--- src/hdl/nvm_bits_map.vh ---
// Purpose: constants for the non-volatile security and config bit block
// Assumes: AXI4-Lite word registers, 25 MHz clock
// Notes: offsets are byte addresses
`ifndef NVM_BITS_MAP_VH
`define NVM_BITS_MAP_VH
`define REG_CTRL        8'h00
`define REG_STATE       8'h04
`define REG_IRQ_STAT    8'h08
`define REG_IRQ_MASK    8'h0c
`define REG_RST_CAUSE   8'h10
`define REG_CAL         8'h14
// command codes written to REG_CTRL[3:0]
`define CMD_NONE        4'h0
`define CMD_SET_PROT    4'h1
`define CMD_SET_GP0     4'h2
`define CMD_CLR_GP0     4'h3
`define CMD_SET_GP1     4'h4
`define CMD_CLR_GP1     4'h5
// reset cause encodings
`define CAUSE_POWER     3'h0
`define CAUSE_SOFT      3'h1
`define CAUSE_USER      3'h2
`define CAUSE_WDOG      3'h3
`define CAUSE_DROP      3'h4
// irq status bits
`define IRQ_CMD_DONE    0
`define IRQ_REFUSED     1
`define IRQ_ERASED      2
`define IRQ_RECOVERED   3
`define IRQ_W           4
// timing
`define CLK_HZ          25000000
`define ERASE_MIN_MS    50
`define RECOVER_S       10
// system window
`define SYS_BASE        32'hfffff000
`define SYS_MASK        32'hfffff000
`endif

--- src/hdl/nvm_bits.v ---
// Purpose: security, general purpose and calibration non-volatile bits
// Assumes: one clock, async high reset, AXI4-Lite register access
// Notes: the nonvolatile store itself sits outside; this holds its image
// Notes on behaviour
// - protection set refuses debug and fast-port accesses
// - only set-protection command sets it; no clear
// - clear protection after erase pin then full erase
// - protection clear allows all ports again
// - two retained general bits, set/clear commands
// - bit zero enables dropout detector; erase clears
// - bit one enables dropout reset; erase clears
// - eight factory calibration bits, never altered
// - test pin, lines zero one high, two low: fast mode
// - fast mode accepts the flash commands
// - all four high ten seconds starts recovery
// - recovery rewrites boot program in first sectors
// - record cause of last reset
// - decode system window at top four kilobytes
`include "nvm_bits_map.vh"
`default_nettype none
module nvm_bits #(
  parameter [31:0] ERASE_CYC   = (`ERASE_MIN_MS * (`CLK_HZ / 1000)),
  parameter [31:0] RECOVER_CYC = (`RECOVER_S * `CLK_HZ),
  parameter [7:0]  CAL_VALUE   = 8'h5a  // arbitrary factory value
) (
  // clock and reset
  input  wire        clk,
  input  wire        sys_rst,
  // axi4-lite slave
  input  wire [31:0] s_axi_awaddr,
  input  wire        s_axi_awvalid,
  output wire        s_axi_awready,
  input  wire [31:0] s_axi_wdata,
  input  wire [3:0]  s_axi_wstrb,
  input  wire        s_axi_wvalid,
  output wire        s_axi_wready,
  output reg  [1:0]  s_axi_bresp,
  output reg         s_axi_bvalid,
  input  wire        s_axi_bready,
  input  wire [31:0] s_axi_araddr,
  input  wire        s_axi_arvalid,
  output wire        s_axi_arready,
  output reg  [31:0] s_axi_rdata,
  output reg  [1:0]  s_axi_rresp,
  output reg         s_axi_rvalid,
  input  wire        s_axi_rready,
  output wire        irq,
  // pins
  input  wire        erase_pin,
  input  wire        test_mode_pin,
  input  wire        port_line_zero,
  input  wire        port_line_one,
  input  wire        port_line_two,
  // flash engine
  input  wire        full_erase_done,
  input  wire        recovery_done,
  output reg         recovery_start,
  // access requests from debug and fast programming port
  input  wire        debug_req,
  output wire        debug_grant,
  input  wire        fast_req,
  output wire        fast_grant,
  output wire        fast_mode,
  // reset cause inputs, one-cycle pulses
  input  wire        rst_soft,
  input  wire        rst_user,
  input  wire        rst_wdog,
  input  wire        rst_drop,
  // level outputs
  output wire        protect_bit,
  output wire        dropout_det_en,
  output wire        dropout_rst_en,
  output wire [7:0]  cal_bits,
  // system window decode
  input  wire [31:0] sys_addr,
  output wire        sys_sel
);

  localparam IRQW = `IRQ_W;

  // nonvolatile bit images
  reg             prot_q;
  reg  [1:0]      gp_q;
  // pin synchroniser chains and accepted levels
  reg  [2:0]      s_erase_q;
  reg  [2:0]      s_tst_q;
  reg  [2:0]      s_p0_q;
  reg  [2:0]      s_p1_q;
  reg  [2:0]      s_p2_q;
  reg             erase_q;
  reg             tst_q;
  reg             p0_q;
  reg             p1_q;
  reg             p2_q;
  // erase and recovery timers
  reg  [31:0]     ecnt_q;
  reg             erase_ok_q;
  reg  [31:0]     rcnt_q;
  reg             rec_busy_q;
  // reset cause and interrupt state
  reg  [2:0]      cause_q;
  reg  [IRQW-1:0] ist_q;
  reg  [IRQW-1:0] imask_q;
  // write channel holding registers
  reg  [31:0]     awaddr_q;
  reg  [31:0]     wdata_q;
  reg             aw_q;
  reg             w_q;

  // debounce helper: change only when second and third stages agree
  function upd;
    input [2:0] s;
    input       cur;
    begin
      upd = (s[1] == s[2]) ? s[2] : cur;
    end
  endfunction

  // register page decode, shared by the write and read paths
  function in_page;
    input [31:0] addr;
    begin
      in_page = (addr[31:8] == 24'h0);
    end
  endfunction

  always @(posedge clk or posedge sys_rst) begin
    if (sys_rst) begin
      s_erase_q <= 3'h0;
      s_tst_q <= 3'h0;
      s_p0_q <= 3'h0;
      s_p1_q <= 3'h0;
      s_p2_q <= 3'h0;
    end else begin
      s_erase_q <= {s_erase_q[1:0], erase_pin};
      s_tst_q <= {s_tst_q[1:0], test_mode_pin};
      s_p0_q <= {s_p0_q[1:0], port_line_zero};
      s_p1_q <= {s_p1_q[1:0], port_line_one};
      s_p2_q <= {s_p2_q[1:0], port_line_two};
    end
  end

  // a level is accepted only once stages two and three agree
  always @(posedge clk or posedge sys_rst) begin
    if (sys_rst) begin
      erase_q <= 1'b0;
      tst_q <= 1'b0;
      p0_q <= 1'b0;
      p1_q <= 1'b0;
      p2_q <= 1'b0;
    end else begin
      erase_q <= upd(s_erase_q, erase_q);
      tst_q <= upd(s_tst_q, tst_q);
      p0_q <= upd(s_p0_q, p0_q);
      p1_q <= upd(s_p1_q, p1_q);
      p2_q <= upd(s_p2_q, p2_q);
    end
  end

  assign fast_mode = tst_q & p0_q & p1_q & ~p2_q;
  wire rec_pins = tst_q & p0_q & p1_q & p2_q;

  // axi write path
  wire aw_take = s_axi_awvalid & ~aw_q;
  wire w_take  = s_axi_wvalid & ~w_q;
  assign s_axi_awready = ~aw_q;
  assign s_axi_wready  = ~w_q;
  wire [31:0] wa = aw_q ? awaddr_q : s_axi_awaddr;
  wire [31:0] wd = w_q ? wdata_q : s_axi_wdata;
  wire have_aw = aw_q | aw_take;
  wire have_w  = w_q | w_take;
  wire wr_do = have_aw & have_w & ~s_axi_bvalid;
  wire wr_hit = (wa[7:0] == `REG_CTRL) | (wa[7:0] == `REG_IRQ_STAT) |
                (wa[7:0] == `REG_IRQ_MASK);
  // a write to a writable register with byte lane 0 off is answered okay and dropped
  wire wr_ok = wr_do & in_page(wa) & wr_hit & s_axi_wstrb[0];
  wire [3:0] cmd = (wr_ok && wa[7:0] == `REG_CTRL) ? wd[3:0] : `CMD_NONE;

  // erase pin must be seen longer than the minimum before it counts
  wire erase_long = erase_q & (ecnt_q >= ERASE_CYC);

  // event sources
  wire ev_done = (cmd != `CMD_NONE);
  // refused re-sets every cycle a blocked request is held
  wire ev_ref  = (debug_req | fast_req) & prot_q;
  wire ev_er   = erase_ok_q & full_erase_done;
  wire ev_rec  = rec_busy_q & recovery_done;
  wire [IRQW-1:0] ev;
  assign ev[`IRQ_CMD_DONE]  = ev_done;
  assign ev[`IRQ_REFUSED]   = ev_ref;
  assign ev[`IRQ_ERASED]    = ev_er;
  assign ev[`IRQ_RECOVERED] = ev_rec;

  always @(posedge clk or posedge sys_rst) begin
    if (sys_rst) begin
      aw_q <= 1'b0;
      w_q <= 1'b0;
      awaddr_q <= 32'h0;
      wdata_q <= 32'h0;
      s_axi_bvalid <= 1'b0;
      s_axi_bresp <= 2'h0;
      s_axi_rvalid <= 1'b0;
      s_axi_rresp <= 2'h0;
      s_axi_rdata <= 32'h0;
      ist_q <= {IRQW{1'b0}};
      imask_q <= {IRQW{1'b0}};
    end else begin
      if (wr_do) begin
        aw_q <= 1'b0;
        w_q <= 1'b0;
        s_axi_bvalid <= 1'b1;
        // read-only or unmapped targets answer slverr, change nothing
        s_axi_bresp <= (in_page(wa) && wr_hit) ? 2'h0 : 2'h2;
      end else begin
        if (aw_take) begin
          aw_q <= 1'b1;
          awaddr_q <= s_axi_awaddr;
        end
        if (w_take) begin
          w_q <= 1'b1;
          wdata_q <= s_axi_wdata;
        end
        if (s_axi_bvalid && s_axi_bready)
          s_axi_bvalid <= 1'b0;
      end
      if (wr_ok && wa[7:0] == `REG_IRQ_MASK)
        imask_q <= wd[IRQW-1:0];
      // set wins over write-one-to-clear
      if (wr_ok && wa[7:0] == `REG_IRQ_STAT)
        ist_q <= (ist_q & ~wd[IRQW-1:0]) | ev;
      else
        ist_q <= ist_q | ev;
      if (s_axi_rvalid) begin
        if (s_axi_rready)
          s_axi_rvalid <= 1'b0;
      end else if (s_axi_arvalid) begin
        // read data is launched here and stands until rready
        s_axi_rvalid <= 1'b1;
        s_axi_rresp <= 2'h0;
        s_axi_rdata <= 32'h0;
        if (!in_page(s_axi_araddr))
          s_axi_rresp <= 2'h2;
        else case (s_axi_araddr[7:0])
          `REG_CTRL: s_axi_rdata <= 32'h0;
          `REG_STATE: s_axi_rdata <= {26'h0, rec_busy_q, fast_mode,
                                      erase_ok_q, gp_q, prot_q};
          `REG_IRQ_STAT: s_axi_rdata <= {28'h0, ist_q};
          `REG_IRQ_MASK: s_axi_rdata <= {28'h0, imask_q};
          `REG_RST_CAUSE: s_axi_rdata <= {29'h0, cause_q};
          `REG_CAL: s_axi_rdata <= {24'h0, CAL_VALUE};
          default: s_axi_rresp <= 2'h2;
        endcase
      end
    end
  end
  assign s_axi_arready = ~s_axi_rvalid;
  // level output: only the sticky bits remember an event
  assign irq = |(ist_q & imask_q);

  // protection and general bits
  always @(posedge clk or posedge sys_rst) begin
    if (sys_rst) begin
      ecnt_q <= 32'h0;
      erase_ok_q <= 1'b0;
      prot_q <= 1'b0;
      gp_q <= 2'b00;
    end else begin
      // a short press leaves the counter below the limit: ignored
      ecnt_q <= erase_q ? ((ecnt_q >= ERASE_CYC) ? ecnt_q : ecnt_q + 32'h1)
                        : 32'h0;
      // armed by the pin, then waits for the whole-array erase
      if (erase_long)
        erase_ok_q <= 1'b1;
      else if (ev_er)
        erase_ok_q <= 1'b0;
      if (cmd == `CMD_SET_PROT)
        prot_q <= 1'b1;
      else if (ev_er)
        prot_q <= 1'b0;
      if (erase_long)
        gp_q <= 2'b00;
      else begin
        if (cmd == `CMD_SET_GP0)
          gp_q[0] <= 1'b1;
        else if (cmd == `CMD_CLR_GP0)
          gp_q[0] <= 1'b0;
        if (cmd == `CMD_SET_GP1)
          gp_q[1] <= 1'b1;
        else if (cmd == `CMD_CLR_GP1)
          gp_q[1] <= 1'b0;
      end
    end
  end

  // recovery hold timer
  always @(posedge clk or posedge sys_rst) begin
    if (sys_rst) begin
      rcnt_q <= 32'h0;
      rec_busy_q <= 1'b0;
      recovery_start <= 1'b0;
    end else begin
      recovery_start <= 1'b0;
      // counter saturates so a held strap cannot restart it
      if (!rec_pins)
        rcnt_q <= 32'h0;
      else if (rcnt_q < RECOVER_CYC)
        rcnt_q <= rcnt_q + 32'h1;
      // one shot per power cycle; the board must be repowered after
      if (rec_pins && rcnt_q == RECOVER_CYC - 32'h1 && !rec_busy_q) begin
        rec_busy_q <= 1'b1;
        recovery_start <= 1'b1;
      end
    end
  end

  // cause of last reset; sys_rst itself is the power-up case
  always @(posedge clk or posedge sys_rst) begin
    if (sys_rst)
      cause_q <= `CAUSE_POWER;
    // a dropout outranks the others if two land together
    else if (rst_drop)
      cause_q <= `CAUSE_DROP;
    else if (rst_wdog)
      cause_q <= `CAUSE_WDOG;
    else if (rst_user)
      cause_q <= `CAUSE_USER;
    else if (rst_soft)
      cause_q <= `CAUSE_SOFT;
  end

  // combinational grants: protection blocks at once, no stale cycle
  assign debug_grant = debug_req & ~prot_q;
  assign fast_grant = fast_req & fast_mode & ~prot_q;
  assign protect_bit = prot_q;
  assign dropout_det_en = gp_q[0];
  assign dropout_rst_en = gp_q[1];
  assign cal_bits = CAL_VALUE;
  assign sys_sel = ((sys_addr & `SYS_MASK) == `SYS_BASE);

endmodule // nvm_bits
`default_nettype wire

--- config.mk ---
export PLATFORM = sky130hd
export DESIGN_NAME = nvm_bits
export DESIGN_NICKNAME = d
export VERILOG_FILES = /design/src/hdl/nvm_bits.v
export VERILOG_INCLUDE_DIRS = /design/src /design/src/hdl
export SDC_FILE = /design/constraint.sdc
export NUM_CORES = 1
export LEC_CHECK = 0
export BUFFER_PORTS_ARGS = -buffer_cell sky130_fd_sc_hd__buf_2
export CORE_MARGIN = 1
export CORE_UTILIZATION = 40
export CTS_BUF_LIST = sky130_fd_sc_hd__clkbuf_8
export DETAILED_ROUTE_END_ITERATION = 12
export SLEW_MARGIN = 15
export SYNTH_ARGS = -nofsm -noshare
export SYNTH_HDL_FRONTEND = slang
export SYNTH_SLANG_ARGS = --single-unit
export TNS_END_PERCENT = 30
--- constraint.sdc ---
create_clock -name clk -period 10.3 [get_ports clk]
set_input_delay 1.03 -clock clk [delete_from_list [all_inputs] [get_ports clk]]
set_output_delay 1.03 -clock clk [all_outputs]
set_load 0.03 [all_outputs]
==> run metrics, run 1 <==
outcome completed; max-slew violation count 0; fmax roughly 0.34 GHz; via count between 5,000 and 6,000; fin crit period roughly 3.0 ns; first-pass GRT wire length between 20 and 30 mm; crit path DAT between 1.5 and 2 ns; max incr delay on CP 0.37 ns; core area approximately 0.017 mm2; Ports 210; Final Hold Fails 0; Synth Register Bits 150; number of post-CTS setup repair buffers 0; cell area power density around 180 mW/mm2; most area-consuming cells after synthesis dfrtp_1, mux2_2, buf_4, nor2_1, nor4_1; cts-stage hold buffer count 0; Post-Synthesis Cells a little under 700; clock latency on the worst-skew pair approximately 0.44 ns; worst slew pin tran 0.972 ns; NumNets Final 961; Yosys cell types 63; per-cell routed wire length approximately 14 um; VDD IR max 0.111 mV; number of H-tree levels 4; placed cells approximately 1,000; Clock Path Buffers 2; most frequent cell after synthesis dfrtp_1; Worst slew margin 0.352; skew final between 0.008 and 0.009 ns; layout cells sized above 1 0.264; Primary FF master, synth dfrtp_1; via density per instance between 5 and 6; Buffers on Ports between 100 and 150; Final Wtd Congestion around 0.79; maxcap violations 0; Pleak between 3 and 4 nW; slowest cell on the critical path or3_1; CTS root buf clkbuf_8; diodes inserted 0; DR iter-0 viols 310; Yosys top cell area share 0.529; Util after Layout 0.478; Setup crit end kind primary output; final-report setup violation count 0; startpoint class of the critical path input pin; Async S/R FF share, synth 1.00; synth cell count leaders dfrtp_1, nor2_1, nand2_1; cell mode on critical path buf_2; pre-CTS setup slack 7.12 ns; Synth Warn # 0; worst hold path class reg -> reg; Netlist Area Pre-Place a little over 0.007 mm2; syn_area_per_cell 10.6 um2; post-synthesis sequential area ratio 0.529; WP data required ~9.3 ns; num rows 48; WS Path Type in -> out; global route total overflow 0; Final WS setup 7.32 ns; DRC Markers 0; Initial Utilization 0.411; Final HPWL DP about 11 mm; Finished Layout Cells roughly 1,000; pin count of the biggest net entering global routing 79; Final Cycle Share 0.289; ordered cell list for the critical path buf_2, nand4_1, or3_1, nor3_1, buf_2; clock sink count 150; Die H 135 um; cts repair resizes 0; die area about 0.018 mm2; clk slew on worst S/H paths about 0.08 ns; number of synthesized flops with an enable pin 0; CTS tree built; setup TNS 0 ns; Area Growth Syn to Fin 16.4%; CP Max Fanout 1; leading area contributor after synthesis dfrtp_1; total CTS buffers 17; Die Width around 140 um; vias in the first global route 5,332; initial antenna violation count 0; DR pass1 iterations 5; unrepaired setup endpoints after global routing false; Fillers between 1,500 and 2,000; Detailed Route WL ~15 mm; Final ANT Viol Nets 0; GRT Total Usage 0.174
==> layout by cell type (no fill, tap or decap), types with 4 or more instances in the layout <==
master	instances
o21ai_0	21
maj3_1	5
nand4_1	24
nand2b_1	6
mux2i_1	12
buf_2	131
xor2_1	16
nand3_1	30
nor2_1	59
nor4b_1	4
xnor2_1	13
and3_1	10
mux2_2	42
nand3b_1	5
o31ai_1	7
nor3_1	14
a31oi_1	6
dfrtp_1	150
nand2_1	44
or4_1	5
or3_1	8
o22ai_1	4
conb_1	35
and2_1	20
nor4_1	28
a21oi_1	16
clkinvlp_4	4
clkbuf_8	21
inv_1	19
o211ai_1	6
==> routing by layer <==
| metal | part of all wire | global-route usage | vias to the layer above |
|---|---|---|---|
| met5 | 0 | 0 | - |
| met4 | 0.018 | 0.0687 | 0 |
| met3 | 0.063 | 0.0471 | 23 |
| met2 | 0.47 | 0.283 | 172 |
| met1 | 0.45 | 0.219 | 2652 |
| li1 | - | - | 2620 |
==> worst max-delay path, delay by kind of cell <==
kind                   cells  cell delay (ns)
and+or+nand+nor            3             0.62
buffers and inverters      2             0.29
==> state kept, by name (all words and copies together), names as in the netlist, 4 cells and up <==
register and count:
awaddr_q 32, ecnt_q 32, rcnt_q 32, s_axi_rdata 7, imask_q 4, ist_q 4, wdata_q 4
==> where the power goes <==
group,switching [mW],internal (mW),leakage [nW]
Combinational,0.152,0.135,1.61
Clock,0.217,0.241,0.200
Sequential,0.0605,0.676,1.93
Total,0.430,1.05,3.74
==> kinds of logic (layout without fill, tap and decap cells) <==
logic type      Yosys count  after routing  share of synthesized area
flops                   150            150                      0.529
compound gates           83             83                     0.0765
buf+inv                  73            186                     0.0578
other cells               2             35                    0.00106
xor+xnor                 29             29                     0.0358
fa+ha+maj                 8              8                     0.0123
mux                      54             54                     0.0835
simple gates            274            274                      0.204
==> area by class of cell <==
cell class,count,area [um2],share of cell area
multi-input cells,483,3060,0.370
clock buffers,21,289,0.0350
clock inverters,11,123,0.0148
repair buffers,134,678,0.0820
flip-flops and latches,150,3750,0.454
inverters,20,80.1,0.00969
well taps,225,282,0.0341
==> final timing paths <==
path                                   start           end  slack (ns)  cells past startpoint
max in group asynchronous            sys_rst     rcnt_q[7]        8.20                      3
min in group asynchronous            sys_rst  awaddr_q[20]        0.68                      2
worst max register to register    rcnt_q[28]    rcnt_q[16]        7.52                      5
worst max-delay path            sys_addr[30]       sys_sel        7.32                      5
worst min register to register  s_erase_q[0]  s_erase_q[1]        0.35                      0
worst min-delay path            s_erase_q[0]  s_erase_q[1]        0.35                      0
==> metrics by stage <==
stage | hold slack [ns] | power [mW] | cell area [um2]
2_1_floorplan | 0.331 | 0.961 | 7220
3_3_place_gp | 0.332 | 1.02 | 7850
3_5_place_dp | 0.335 | 1.04 | 7850
4_1_cts | 0.354 | 1.50 | 8270
5_1_grt | 0.358 | 1.56 | 8270
6_report | 0.352 | 1.48 | 8270
(Power assumes the default switching activity.)
==> inputs of run 2 (changes only) <==
--- a/config.mk
+++ b/config.mk
@@ -6,6 +6,7 @@
 export SDC_FILE = /design/constraint.sdc
 export NUM_CORES = 1
 export LEC_CHECK = 0
+export ABC_AREA = 1
 export BUFFER_PORTS_ARGS = -buffer_cell sky130_fd_sc_hd__buf_2
 export CORE_MARGIN = 1
 export CORE_UTILIZATION = 40
==> constraint.sdc (replaced) <==
create_clock -name clk -period 3 [get_ports clk]
set_input_delay 0.3 -clock clk [delete_from_list [all_inputs] [get_ports clk]]
set_output_delay 0.3 -clock clk [all_outputs]
set_load 0.03 [all_outputs]
==> run metrics, run 2 <==
cts repair resizes 0 (unchanged); Synth Register Bits 150 (unchanged); Buffers on Ports 131 (unchanged); total CTS buffers 17 (unchanged); diodes inserted 0 (unchanged); Final HPWL DP 13.7 mm (+26%); met3 routed WL 843 um (-11%); R2R Setup Slk 0.73 ns (-6.79 ns); synth cell count leaders nand2_1, dfrtp_1, inv_1; Final Hold Fails 0 (unchanged); biggest regs awaddr_q x32, ecnt_q x32, rcnt_q x32; num rows 51 (+6.3%); Primary FF master, synth dfrtp_1; Ports 210 (unchanged); CTS root buf clkbuf_8; Post-Synthesis Cells 1,013 (+51%); number of H-tree levels 4 (unchanged); vias in the first global route 6,379 (+20%); CP Max Fanout 15 (+14); Pleak 4.45 nW (+19%); DR pass1 iterations 5 (unchanged); Clock Path Buffers 2 (unchanged); CTS tree built; layout cells sized above 1 0.179 (-0.0843); most frequent cell after synthesis nand2_1; fmax ~0.44 GHz; Final Wtd Congestion 0.873 (+11%); VDD IR max 0.412 mV (+270%); Initial Utilization 0.409 (-0.00126); syn_area_per_cell 7.86 um2 (-25%); post-synthesis sequential area ratio 0.471 (-0.0574); NumNets Final 1,318 (+37%); Hold EP s_axi_rvalid; number of synthesized flops with an enable pin 0 (unchanged); Die H 143 um (+5.8%); Netlist Area Pre-Place 0.00797 mm2 (+12%); Die Width 143 um (+5.8%); Detailed Route WL 18.3 mm (+22%); clock sink count 150 (unchanged); maxcap violations 0 (unchanged); fin crit period about 2.3 ns; per-cell routed wire length 12.7 um (-12%); initial antenna violation count 0 (unchanged); final-report setup violation count 0 (unchanged); Power, Total 5.40 mW (+260%); unrepaired setup endpoints after global routing false; Final ANT Viol Nets 0 (unchanged); DRC Markers 0 (unchanged); most area-consuming cells after synthesis dfrtp_1, nand2_1, inv_1, o21ai_0, nor2_1; WL met2 8.33 mm (+17%); DR iter-0 viols 421 (+36%); core area 0.0195 mm2 (+13%); clock latency on the worst-skew pair 0.46 ns (+0.02 ns); WL met1 9.02 mm (+35%); max layer used met4; setup TNS 0 ns (unchanged); RR Startpoint aw_q; WS Path Type reg -> reg; clk slew on worst S/H paths 0.09 ns (about the same); via count 6,927 (+27%); first-pass GRT wire length 30.5 mm (+21%); die area 0.0205 mm2 (+12%); cell area power density 577 mW/mm2 (+220%); worst slew pin tran 0.702 ns (-0.271 ns); Yosys top cell area share 0.471 (-0.0574); R2R Path End ist_q[3]; Setup crit end kind flip-flop; outcome completed; global route total overflow 0 (unchanged); via density per instance 4.81 (-8.2%); startpoint class of the critical path flip-flop; Async S/R FF share, synth 1.00 (unchanged); Synth Warn # 0 (unchanged); crit path DAT 2.62 ns (+0.67 ns); skew final 0.0120 ns (+0.00340 ns); worst hold path class in -> reg; Area Growth Syn to Fin 17.5%; WP data required 3.35 ns (-5.92 ns); pin count of the biggest net entering global routing 59 (-25%); Yosys cell types 44 (-30%); hold_sp s_axi_rready; Hold Path Depth 2 (+2); Worst slew margin 0.527 (+0.176); Worst R2R Path Depth 12 (+7); leading area contributor after synthesis dfrtp_1; Final Cycle Share 0.757; most frequent cells in the layout nand2_1, dfrtp_1, inv_1; max-slew violation count 0 (unchanged); commonest non-fill, non-tap cell in the layout nand2_1; GRT Total Usage 0.189 (+0.0148)
## run 2: kinds of logic after synthesis
family,Yosys count,synth area share
and+or+nand+nor,477,0.269
buffers and inverters,203,0.115
DFF,150,0.471
AOI/OAI and AO/OA,147,0.100
xor gates and xnor gates,13,0.0143
muxes,13,0.0184
adders and majority gates,8,0.0110
other,2,0.000943
## run 2: worst max path at each step
| stage | slack [ns] | endpoint | cells after the start | from |
|---|---|---|---|---|
| after floorplan | 0.81 | aw_q | 1 | sys_rst |
| after global placement | 0.79 | ist_q[0] | 12 | aw_q |
| after detailed placement | 0.73 | ist_q[3] | 12 | aw_q |
| after CTS | 0.72 | ist_q[3] | 12 | aw_q |
| after global routing | 0.51 | ist_q[2] | 12 | aw_q |
| final | 0.73 | ist_q[3] | 12 | aw_q |
## run 2: cell type report
cell class                 count  area, um2
fill                        1943      10100
clock inverter                12        166
tap                          265        332
clock buffer                  20        275
inverter                     150        567
multi-input combinational    693       3420
timing repair buffer         151        838
sequential                   150       3750
## run 2: what timing repair did
item,CTS,global route
setup buffers,0,0
hold endpoints to repair,20,0
hold buffers,8,0
## run 2: critical path, cell delays in order (launching register included)
cell	delay [ns]
dfrtp_1	0.69
inv_2	0.07
buf_4	0.20
nor2_1	0.12
nand2_1	0.06
nand2_1	0.17
nand3_2	0.15
nand2_2	0.09
nand3_2	0.10
inv_1	0.11
nand3_1	0.15
o21ai_0	0.19
nand2_1	0.07
## run 2: metal layers
layer	track usage	vias to the layer above
li1	-	3547
met1	0.260	3193
met2	0.300	177
met3	0.0416	10
met4	0.0458	0
met5	0	-
## run 2: stage by stage
stage	setup WS (ns)	hold WS [ns]	area, um2	instances	util
after floorplan	0.811	0.331	8090	1046	-
after global placement	0.791	0.308	8830	1401	0.454
after detailed placement	0.731	0.317	8830	1401	0.454
after CTS	0.721	0.0399	9360	1441	0.481
after global routing	0.509	0.0504	9360	1441	0.481
final	0.729	0.0642	9360	1441	0.481
## run 2: where the power goes
| part | switching [mW] | internal, mW | leakage (nW) |
|---|---|---|---|
| Sequential | 0.208 | 2.31 | 1.95 |
| Clock | 0.810 | 0.902 | 0.217 |
| Combinational | 0.740 | 0.435 | 2.28 |
| Total | 1.76 | 3.64 | 4.45 |
